### src/logic/sbc_pkg.sv
`default_nettype none
package sbc_pkg;
    // Byte I/O map
    localparam logic [2:0] ADDR_STATUS = 3'h0;
    localparam logic [2:0] ADDR_CONTROL = 3'h1;
    localparam logic [2:0] ADDR_PENDING = 3'h2;
    localparam logic [2:0] ADDR_VECTOR = 3'h3;
    localparam logic [7:0] READ_UNMAPPED = 8'h00;

    // Reset values: strobes low, clock and CTS inactive
    localparam logic [7:0] CONTROL_RESET = 8'h70;
    localparam logic [7:0] VECTOR_RESET = 8'h40;
    localparam logic [7:0] VECTOR_TRAP = 8'hFF;
    localparam logic [6:0] PINS_IDLE = 7'h7F;
    localparam logic [4:0] PEND_RESET = 5'h00;

    // Control port bits
    localparam int BIT_NMI_CLR = 0;
    localparam int BIT_BUS_INT = 1;
    localparam int BIT_DMA_RST = 2;
    localparam int BIT_LINE_SEL = 3;
    localparam int BIT_NETCLK_N = 4;
    localparam int BIT_CTS7_N = 5;
    localparam int BIT_CTS8_N = 6;
    localparam int BIT_RED = 7;

    // Status port bits
    localparam int IN_TIMEOUT = 0;
    localparam int IN_ATTN = 1;
    localparam int IN_DMA_DONE = 2;
    localparam int IN_LOC_PERR = 3;
    localparam int IN_SYS_ERR = 4;
    localparam int IN_STANDALONE = 5;
    localparam int IN_MASTER = 6;

    // Vector cause codes of the counter/IO controller
    localparam logic [2:0] CAUSE_CT3 = 3'h0;
    localparam logic [2:0] CAUSE_TIMEOUT = 3'h1;
    localparam logic [2:0] CAUSE_ATTN = 3'h2;
    localparam logic [2:0] CAUSE_DMA = 3'h3;
    localparam logic [2:0] CAUSE_CT2 = 3'h4;
    localparam logic [2:0] CAUSE_CT1 = 3'h5;

    // Serial controller 0 cause codes
    localparam logic [1:0] SCC0_A_RX = 2'h0;
    localparam logic [1:0] SCC0_A_TX = 2'h1;
    localparam logic [1:0] SCC0_A_EXT = 2'h2;
    localparam logic [1:0] SCC0_B = 2'h3;

    localparam int NUM_SRC = 14;

    typedef struct packed {
        logic master_board_n;
        logic standalone_jumper_n;
        logic system_error_n;
        logic local_parity_error_n;
        logic dma_done_n;
        logic channel_attention_n;
        logic bus_timeout_n;
    } sbc_pins_t;

    typedef struct packed {
        logic valid;
        logic [7:0] vector;
    } sbc_ack_t;
endpackage
`default_nettype wire

### src/logic/sbc_status_control.sv
`timescale 1ns/1ps
`default_nettype none
module sbc_status_control (
    // Clock and reset
    input wire logic core_clk,
    input wire logic reset_n,
    // Byte I/O from the local processor
    input wire logic io_sel,
    input wire logic io_wr,
    input wire logic io_rd,
    input wire logic [2:0] io_addr,
    input wire logic [7:0] io_wdata,
    output logic [7:0] io_rdata,
    // Board pins into the status port
    input wire sbc_pkg::sbc_pins_t status_pins,
    // Control port outputs
    output logic parity_nmi_clear,
    output logic bus_interrupt_strobe,
    output logic dma_reset_strobe,
    output logic network_line_select,
    output logic rs422_rx_enable,
    output logic rs232_rx_enable_n,
    output logic network_clock_enable_n,
    output logic chan7_cts_n,
    output logic chan8_cts_n,
    output logic red_indicator,
    output logic parity_nmi,
    // Counter/timer requests, index is timer number
    input wire logic [3:1] ct_irq,
    // Serial controllers: 0 split as A rx, A tx, A ext, B
    input wire logic [3:0] scc0_irq,
    input wire logic [4:1] scc_irq,
    input wire logic [4:0][7:0] scc_vec,
    // Interrupt acknowledge
    output logic int_req,
    input wire logic int_ack,
    output sbc_pkg::sbc_ack_t ack_out
);

    sbc_pkg::sbc_pins_t pins_s;
    sbc_pkg::sbc_pins_t pins_d_ff;
    logic [7:0] ctrl_ff;
    logic [7:0] nxt_ctrl;
    logic [7:0] vbase_ff;
    logic [7:0] nxt_vbase;
    logic [4:0] pend_ff;
    logic [4:0] nxt_pend;
    logic [4:0] fall;
    logic [4:0] clr_bits;
    logic nmi_ff;
    logic nxt_nmi;
    logic bus_stb_ff;
    logic nxt_bus_stb;
    logic dma_stb_ff;
    logic nxt_dma_stb;
    logic [7:0] rdata_ff;
    logic [7:0] nxt_rdata;
    sbc_pkg::sbc_ack_t ack_ff;
    sbc_pkg::sbc_ack_t nxt_ack;
    logic [2:0] vec_pend;
    logic [sbc_pkg::NUM_SRC-1:0] src_req;
    logic [sbc_pkg::NUM_SRC-1:0][7:0] src_vec;
    logic [7:0] sel_vec;
    logic found;
    logic wr_ctrl;
    logic wr_pend;
    logic wr_vec;

    // Pins come from another clock domain
    sbc_sync u_sync (
        .core_clk(core_clk),
        .reset_n(reset_n),
        .pins_in(status_pins),
        .pins_out(pins_s)
    );

    assign wr_ctrl = io_sel && io_wr && (io_addr == sbc_pkg::ADDR_CONTROL);
    assign wr_pend = io_sel && io_wr && (io_addr == sbc_pkg::ADDR_PENDING);
    assign wr_vec = io_sel && io_wr && (io_addr == sbc_pkg::ADDR_VECTOR);

    // Control port and strobes
    always_comb begin
        nxt_ctrl = ctrl_ff;
        nxt_vbase = vbase_ff;
        if (wr_ctrl) begin
            nxt_ctrl = io_wdata;
        end
        if (wr_vec) begin
            nxt_vbase = io_wdata;
        end
        // Strobe only on the closing high-to-low, so a level alone does nothing
        nxt_bus_stb = ctrl_ff[sbc_pkg::BIT_BUS_INT] && !nxt_ctrl[sbc_pkg::BIT_BUS_INT];
        nxt_dma_stb = ctrl_ff[sbc_pkg::BIT_DMA_RST] && !nxt_ctrl[sbc_pkg::BIT_DMA_RST];
    end

    always_ff @(posedge core_clk or negedge reset_n) begin
        if (!reset_n) begin
            ctrl_ff <= sbc_pkg::CONTROL_RESET;
            vbase_ff <= sbc_pkg::VECTOR_RESET;
            bus_stb_ff <= 1'b0;
            dma_stb_ff <= 1'b0;
        end else begin
            ctrl_ff <= nxt_ctrl;
            vbase_ff <= nxt_vbase;
            bus_stb_ff <= nxt_bus_stb;
            dma_stb_ff <= nxt_dma_stb;
        end
    end

    assign parity_nmi_clear = ctrl_ff[sbc_pkg::BIT_NMI_CLR];
    assign bus_interrupt_strobe = bus_stb_ff;
    assign dma_reset_strobe = dma_stb_ff;
    assign network_line_select = ctrl_ff[sbc_pkg::BIT_LINE_SEL];
    assign rs422_rx_enable = ctrl_ff[sbc_pkg::BIT_LINE_SEL];
    assign rs232_rx_enable_n = ctrl_ff[sbc_pkg::BIT_LINE_SEL];
    assign network_clock_enable_n = ctrl_ff[sbc_pkg::BIT_NETCLK_N];
    assign chan7_cts_n = ctrl_ff[sbc_pkg::BIT_CTS7_N];
    assign chan8_cts_n = ctrl_ff[sbc_pkg::BIT_CTS8_N];
    assign red_indicator = ctrl_ff[sbc_pkg::BIT_RED];

    // Falling-edge capture and parity NMI latch
    always_comb begin
        fall = pins_d_ff[4:0] & ~pins_s[4:0];
        clr_bits = wr_pend ? io_wdata[4:0] : sbc_pkg::PEND_RESET;
        // A new edge in the clearing cycle survives the clear
        nxt_pend = (pend_ff & ~clr_bits) | fall;
        // Clear holds the latch off for as long as the bit stays high
        if (ctrl_ff[sbc_pkg::BIT_NMI_CLR]) begin
            nxt_nmi = 1'b0;
        end else begin
            nxt_nmi = nmi_ff || fall[sbc_pkg::IN_LOC_PERR] || fall[sbc_pkg::IN_SYS_ERR];
        end
    end

    always_ff @(posedge core_clk or negedge reset_n) begin
        if (!reset_n) begin
            pins_d_ff <= sbc_pkg::PINS_IDLE;
            pend_ff <= sbc_pkg::PEND_RESET;
            nmi_ff <= 1'b0;
        end else begin
            pins_d_ff <= pins_s;
            pend_ff <= nxt_pend;
            nmi_ff <= nxt_nmi;
        end
    end

    assign parity_nmi = nmi_ff;

    // Only the three vectored inputs reach the chain
    assign vec_pend = pend_ff[sbc_pkg::IN_DMA_DONE:sbc_pkg::IN_TIMEOUT];

    // Index 0 is the highest priority
    assign src_req = {scc_irq[4], scc_irq[3], scc_irq[2], scc_irq[1],
                      scc0_irq[3], scc0_irq[2], scc0_irq[1], scc0_irq[0],
                      ct_irq[1], ct_irq[2], vec_pend[2], vec_pend[1], vec_pend[0],
                      ct_irq[3]};
    assign src_vec = {scc_vec[4], scc_vec[3], scc_vec[2], scc_vec[1],
                      {scc_vec[0][7:2], sbc_pkg::SCC0_B},
                      {scc_vec[0][7:2], sbc_pkg::SCC0_A_EXT},
                      {scc_vec[0][7:2], sbc_pkg::SCC0_A_TX},
                      {scc_vec[0][7:2], sbc_pkg::SCC0_A_RX},
                      {vbase_ff[7:3], sbc_pkg::CAUSE_CT1},
                      {vbase_ff[7:3], sbc_pkg::CAUSE_CT2},
                      {vbase_ff[7:3], sbc_pkg::CAUSE_DMA},
                      {vbase_ff[7:3], sbc_pkg::CAUSE_ATTN},
                      {vbase_ff[7:3], sbc_pkg::CAUSE_TIMEOUT},
                      {vbase_ff[7:3], sbc_pkg::CAUSE_CT3}};
    assign int_req = |src_req;

    // Daisy chain and acknowledge
    always_comb begin
        found = 1'b0;
        // An acknowledge with nobody asking returns the trap vector
        sel_vec = sbc_pkg::VECTOR_TRAP;
        for (int i = 0; i < sbc_pkg::NUM_SRC; i++) begin
            if (!found && src_req[i]) begin
                found = 1'b1;
                sel_vec = src_vec[i];
            end
        end
        nxt_ack.valid = int_ack;
        nxt_ack.vector = int_ack ? sel_vec : ack_ff.vector;
    end

    // Read data
    always_comb begin
        nxt_rdata = rdata_ff;
        if (io_sel && io_rd) begin
            if (io_addr == sbc_pkg::ADDR_STATUS) begin
                nxt_rdata = {1'b0, pins_s[sbc_pkg::IN_MASTER:sbc_pkg::IN_STANDALONE],
                             pend_ff};
            end else if (io_addr == sbc_pkg::ADDR_CONTROL) begin
                nxt_rdata = ctrl_ff;
            end else if (io_addr == sbc_pkg::ADDR_PENDING) begin
                nxt_rdata = {3'h0, pend_ff};
            end else if (io_addr == sbc_pkg::ADDR_VECTOR) begin
                nxt_rdata = vbase_ff;
            end else begin
                nxt_rdata = sbc_pkg::READ_UNMAPPED;
            end
        end
    end

    always_ff @(posedge core_clk or negedge reset_n) begin
        if (!reset_n) begin
            ack_ff <= '0;
            rdata_ff <= sbc_pkg::READ_UNMAPPED;
        end else begin
            ack_ff <= nxt_ack;
            rdata_ff <= nxt_rdata;
        end
    end

    assign ack_out = ack_ff;
    assign io_rdata = rdata_ff;
endmodule // sbc_status_control
`default_nettype wire

### src/logic/sbc_sync.sv
`timescale 1ns/1ps
`default_nettype none
module sbc_sync (
    // Clock and reset
    input wire logic core_clk,
    input wire logic reset_n,
    // Pins in, synchronised out
    input wire sbc_pkg::sbc_pins_t pins_in,
    output sbc_pkg::sbc_pins_t pins_out
);
    sbc_pkg::sbc_pins_t meta_ff;
    sbc_pkg::sbc_pins_t sync_ff;

    always_ff @(posedge core_clk or negedge reset_n) begin
        if (!reset_n) begin
            meta_ff <= sbc_pkg::PINS_IDLE;
            sync_ff <= sbc_pkg::PINS_IDLE;
        end else begin
            meta_ff <= pins_in;
            sync_ff <= meta_ff;
        end
    end

    assign pins_out = sync_ff;
endmodule // sbc_sync
`default_nettype wire

### config.mk
export PLATFORM = sky130hd
export DESIGN_NAME = sbc_status_control
export DESIGN_NICKNAME = d
export VERILOG_FILES = /design/src/logic/sbc_pkg.sv /design/src/logic/sbc_status_control.sv /design/src/logic/sbc_sync.sv
export SDC_FILE = /design/constraint.sdc
export NUM_CORES = 1
export LEC_CHECK = 0
export BUFFER_PORTS_ARGS = -buffer_cell sky130_fd_sc_hd__buf_2
export CORE_AREA = 3 3 77 79
export CTS_CLUSTER_DIAMETER = 200
export DETAILED_ROUTE_END_ITERATION = 16
export DIE_AREA = 0 0 80 82
export PLACE_DENSITY = 0.83
export SLEW_MARGIN = 20
export SYNTH_ARGS = -nofsm -noshare
export SYNTH_HDL_FRONTEND = slang
export SYNTH_SLANG_ARGS = --single-unit
### constraint.sdc
create_clock -name core_clk -period 2.6 [get_ports core_clk]
set_input_delay 0.13 -clock core_clk [delete_from_list [all_inputs] [get_ports core_clk]]
set_output_delay 0.13 -clock core_clk [all_outputs]
set_load 0.02 [all_outputs]
---- Yosys cells after proc, flatten, opt, wreduce, memory -nomap -nowiden ----
Index checks and enable logic that the tools add are counted.
word-level totals
  flip-flop bits (word level) ............. 60
  bits of input ports ..................... 75
  output and inout bits ................... 29
cells by class
  eq/ne operators ......................... 3
  mux-type cells .......................... 34
  bitwise gates (word level) .............. 5
  reduce and logical (&&, ||, !) cells .... 39
operator list
  operator            count
  $mux 8              18
  $logic_and 1x1->1   20
  $logic_not 1->1     15
  $mux 1              14
  $reduce_or 14->1    1
  $and 5x5->5         2
  $not 5->5           2
  $eq 3x2->1 const B  2
  $mux 5              1
  $or 5x5->5          1
  $eq 3x1->1 const B  1
  $logic_not 3->1     1
  $mux 3              1
  $logic_or 1x1->1    2

---- Depth between registers and ports, before layout ----
  depth in word-level cells ............... 40
  mapped depth ............................ 6
  gate-level depth less buffers ........... 5

---- Modules after synthesis ----
Synthesis repeated with hierarchy kept, for this count alone.
unflattened totals
  cell total of the unflattened synthesis .. 250
  area, all modules ....................... 2786.4 µm²
modules (own cells, without submodules)
  module              instances  cells each  area an instance (µm²)  sequential area each (µm²)
  sbc_status_control  1          236         2418.6                  1162.4
  sbc_sync            1          14          367.9                   367.9

---- Least setup slack after synthesis ----
OpenSTA, ideal clock, no wires.
  path kind ............................... reg-to-reg
  start ................................... register pend_ff[0]
  end ..................................... register ack_ff, in the netlist ack_out[1]
  library setup time ...................... 0.132 ns
  arrival ................................. 1.520 ns
  data required time ...................... 2.468 ns
  setup slack ............................. 0.948 ns
  cell stages (with the launch flop) ...... 6
  buffers on the path ..................... 0
  cell sequence ........................... dfrtp_1 -> or4_1 -> nor4_1 -> o32ai_1 -> a32oi_1 -> o22ai_1
between the ends
  cells in the longest elaborated chain, start to end .. 38
ends and longest elaborated chain
  what                      line                       text
  start: declaration        sbc_status_control.sv:46   logic [4:0] pend_ff;
  start signal: assignment  sbc_status_control.sv:138  pend_ff <= sbc_pkg::PEND_RESET;
  start signal: assignment  sbc_status_control.sv:142  pend_ff <= nxt_pend;
  $logic_and 1x1->1 *       sbc_status_control.sv:176  if (!found && src_req[i]) begin
  $mux 1                    sbc_status_control.sv:176
  $logic_not 1->1           sbc_status_control.sv:176
  $logic_and 1x1->1         sbc_status_control.sv:176
  $mux 1                    sbc_status_control.sv:176
  $logic_not 1->1           sbc_status_control.sv:176
  $logic_and 1x1->1         sbc_status_control.sv:176
  $mux 1                    sbc_status_control.sv:176
  (+22 left out)            n/a
  $logic_and 1x1->1         sbc_status_control.sv:176
  $mux 1                    sbc_status_control.sv:176
  $logic_not 1->1           sbc_status_control.sv:176
  $logic_and 1x1->1         sbc_status_control.sv:176
  $mux 1                    sbc_status_control.sv:176
  $logic_not 1->1           sbc_status_control.sv:176
  $logic_and 1x1->1         sbc_status_control.sv:176
  $mux 8 *                  sbc_status_control.sv:176
  end signal: assignment    sbc_status_control.sv:209  ack_ff <= nxt_ack;
  end: declaration          sbc_status_control.sv:58   sbc_pkg::sbc_ack_t ack_ff;
Every way passes the cells marked *; elsewhere a longest branch is shown, timed or not.
A chain may end at the register's enable or synchronous reset.

---- Worst setup path after layout ----
Same ends and word-level chain as after synthesis.

==> key figures <==
Run status
  • Outcome: finished, final reports clean

Clock tree
  • Clock latency on the worst-skew pair: 330 ps
  • Setup Fix Bufs, Post-CTS: 0
  • CTS root buffer: clkbuf_8
  • Htree depth: 3
  • Clock Pin Slew Worst Setup and Hold Paths: 70 ps
  • Cts repair resizes: 0
  • CTS buffer count: 9
  • # hold bufs at CTS: 8
  • Clock Sinks: 60
  • CTS tree: yes
  • Clock Path Buffers: 2

Timing
  • Clk_skew: 8.39 ps
  • Setup TNS: 0 ps
  • Final period utilization: 77.6%
  • Max-slew violations: 0
  • Least-Margin Pin Slew: 880 ps
  • # setup viols final: 0
  • Hold Fails Final Rpt: 0
  • RSZ-0062 raised after global routing: false
  • Crit path time final: 2020 ps
  • F_max: 0.495 GHz
  • Slew margin rel.: 41.0%

Final layout
  • Most common cell after layout, fill and taps aside: buf_2
  • Area Overhead vs Synth: 29.8%
  • Fin cells: 438
  • Fillers: 416
  • Multi-input gate area: 1160 sq um
  • Fin util: 66.9%
  • ANT cells: 0
  • Final net count: 436
  • Finished Cell Area: 3620 sq um
  • Storage cell area: 1530 sq um
  • Share of cells above drive strength 1: 45.9%
  • Most frequent cells in the layout: 101 x buf_2, 37 x dfrtp_1, 23 x nor2_1, 23 x dfstp_2, 18 x mux2_2

Die
  • Top-Level Pins: 104
  • Core area: 5410 sq um
  • Initial core utilization: 51.6%
  • Cell Rows: 27
  • Height of the die: 82 microns
  • DIE AREA: 6560 sq um
  • Die X: 80 microns

Setup path
  • Worst setup EP type: register
  • Max FO, Critical Path: 13
  • Crit path launch type: register
  • Worst r2r path cells: 5
  • Crit path buf inv count: 0
  • Worst Path Arrival: 2270 ps
  • Crit path to: ack_out[1]
  • Critical Path Stages: 5
  • WP data required: 2850 ps
  • Worst r2r src: pend_ff[0]
  • Cell family with most CP delay: compound AO/OA/AOI/OAI gates
  • Critical path type: register to register
  • FF-to-FF setup slack: 580 ps
  • CP Cell Sequence: nor4_4, nand2_1, o32ai_1, a32oi_1, o22ai_1
  • Slowest CP cell: o32ai_1
  • R2R Path End: ack_out[1]
  • Slowest stage delay, CP: 530 ps
  • Worst Setup SP: pend_ff[0]

Global route
  • Total GRT Usage: 21.7%
  • Initial antenna violation count: 0
  • Vias in the first global route: 2255
  • First-pass GRT wire length: 10600 microns
  • Grt ovf: 0
  • Pin count of the biggest net entering global routing: 48

Power and ir drop
  • Maximum VDD drop: 0.000454 V
  • Cell Pwr Density: 674 nW/um^2
  • Static Leak: 1.68 nW
  • Total power: 2.44 mW

Drt
  • Via/cell ratio: 5.54
  • Initial DRC count: 153
  • Drt wl/cell: 15.9 microns
  • DRT Wirelength: 6960 microns
  • Post-route ant nets: 0
  • DRT Pass-1 Iters: 4
  • Total number of vias: 2427
  • # DRC: 0

Placed design
  • Final HPWL DP: 5130 microns
  • Port bufs: 101
  • Gpl congestion: 0.905
  • Dpl cell area: 3340 sq um
  • Post-placement cell count: 414

Synth
  • Syn Nets: 325
  • Async set-reset flop share out of synthesis: 100%
  • Share of the synthesized area in the top cell type: 33.2%
  • Mux share of post-synthesis cell area: 9.43%
  • Post-Synthesis Cells: 250
  • Area leader, netlist: dfrtp_1
  • Post-Synth Adder-Cell Area: 0%
  • Largest family of logic cells by synthesized area: compound AO/OA/AOI/OAI gates
  • Synthesis Warnings: 0
  • Netlist cell types: 48
  • Post-Synth XOR/XNOR Area: 0%
  • Synth area leaders: dfrtp_1 33%, dfstp_2 22%, mux2_2 7.3%
  • Post-Syn Area: 2790 sq um
  • Prevailing post-synth register cell: dfrtp_1
  • Register bit total from synthesis: 60
  • Syn Area/Cell: 11.1 sq um
  • Post-synthesis sequential area ratio: 54.9%
  • Complex-gate fraction of the synthesized area: 18.2%
  • Simple-gate portion of the synthesized area: 14.0%
  • Post-synth EDFFs: 0

Flow run
  • Max-Cap Viols: 0

Min path
  • Hold Crit Class: primary input to register
==> cells by family after synthesis <==
| family | count (synthesis) |
|---|---|
| AOI/OAI and AO/OA | 74 |
| and+or+nand+nor | 71 |
| muxes | 24 |
| buffers and inverters | 21 |
| DFF | 60 |
==> synthesized netlist by cell type (7+ instances only) <==
| library cell | instances |
|---|---|
| nor2_1 | 23 |
| mux2_2 | 18 |
| a21oi_1 | 14 |
| inv_1 | 10 |
| dfstp_2 | 23 |
| dfrtp_1 | 37 |
| o21ai_0 | 17 |
| o31ai_1 | 7 |
| a22o_1 | 9 |
| nand2_1 | 16 |
==> metal layers <==
layer	vias up	share of wire [%]	GRT usage, %
met3	21	6.4	5.37
met1	1164	41	26.5
li1	1144	-	-
met4	0	2.6	10.6
met2	98	50	35.8
met5	-	0	0
==> worst min path at each step <==
stage               depth (start not counted)         from           to
global route                                2  io_wdata[6]  vbase_ff[6]
CTS                                         2  io_wdata[6]   ctrl_ff[6]
finish                                      2  io_wdata[6]  vbase_ff[6]
floorplan                                   0      reset_n   ack_out[0]
detailed placement                          1      reset_n   ack_out[0]
global placement                            1      reset_n   ack_out[0]
==> report_power, final <==
group	switching (mW)	leakage (nW)	total, mW	internal (mW)
Sequential	0.0767	0.688	1.14	1.07
Combinational	0.246	0.904	0.455	0.209
Clock	0.392	0.0923	0.839	0.447
Total	0.715	1.68	2.44	1.72
==> registers in the layout, summed over array words and instances, names as in the netlist <==
signal,count
ack_out,9
ctrl_ff,8
io_rdata,8
vbase_ff,8
u_sync.meta_ff,7
u_sync.pins_out,7
pend_ff,5
pins_d_ff,5
bus_interrupt_strobe,1
dma_reset_strobe,1
parity_nmi,1
==> stage by stage <==
stage	hold slack, ps	setup WS (ps)
after floorplan	-166	948
after global placement	33.4	733
after detailed placement	36.9	650
after CTS	39.4	615
after global routing	33.2	401
final	57.7	581
==> final cells by class <==
| cell class | count | area share, % |
|---|---|---|
| clock buffer | 9 | 3.42 |
| clock inverter | 7 | 2.08 |
| sequential | 60 | 42.3 |
| inverter | 10 | 1.04 |
| multi-input combinational | 169 | 32.1 |
| tap | 72 | 2.49 |
| timing repair buffer | 111 | 16.6 |
==> worst reg2reg max path, cell delays in order, from the launching register on <==
cell     delay, ps
dfrtp_1        480
nor4_4         350
nand2_1        330
o32ai_1        540
a32oi_1         90
o22ai_1        160
Note: power is estimated with default switching activity, not from simulation.
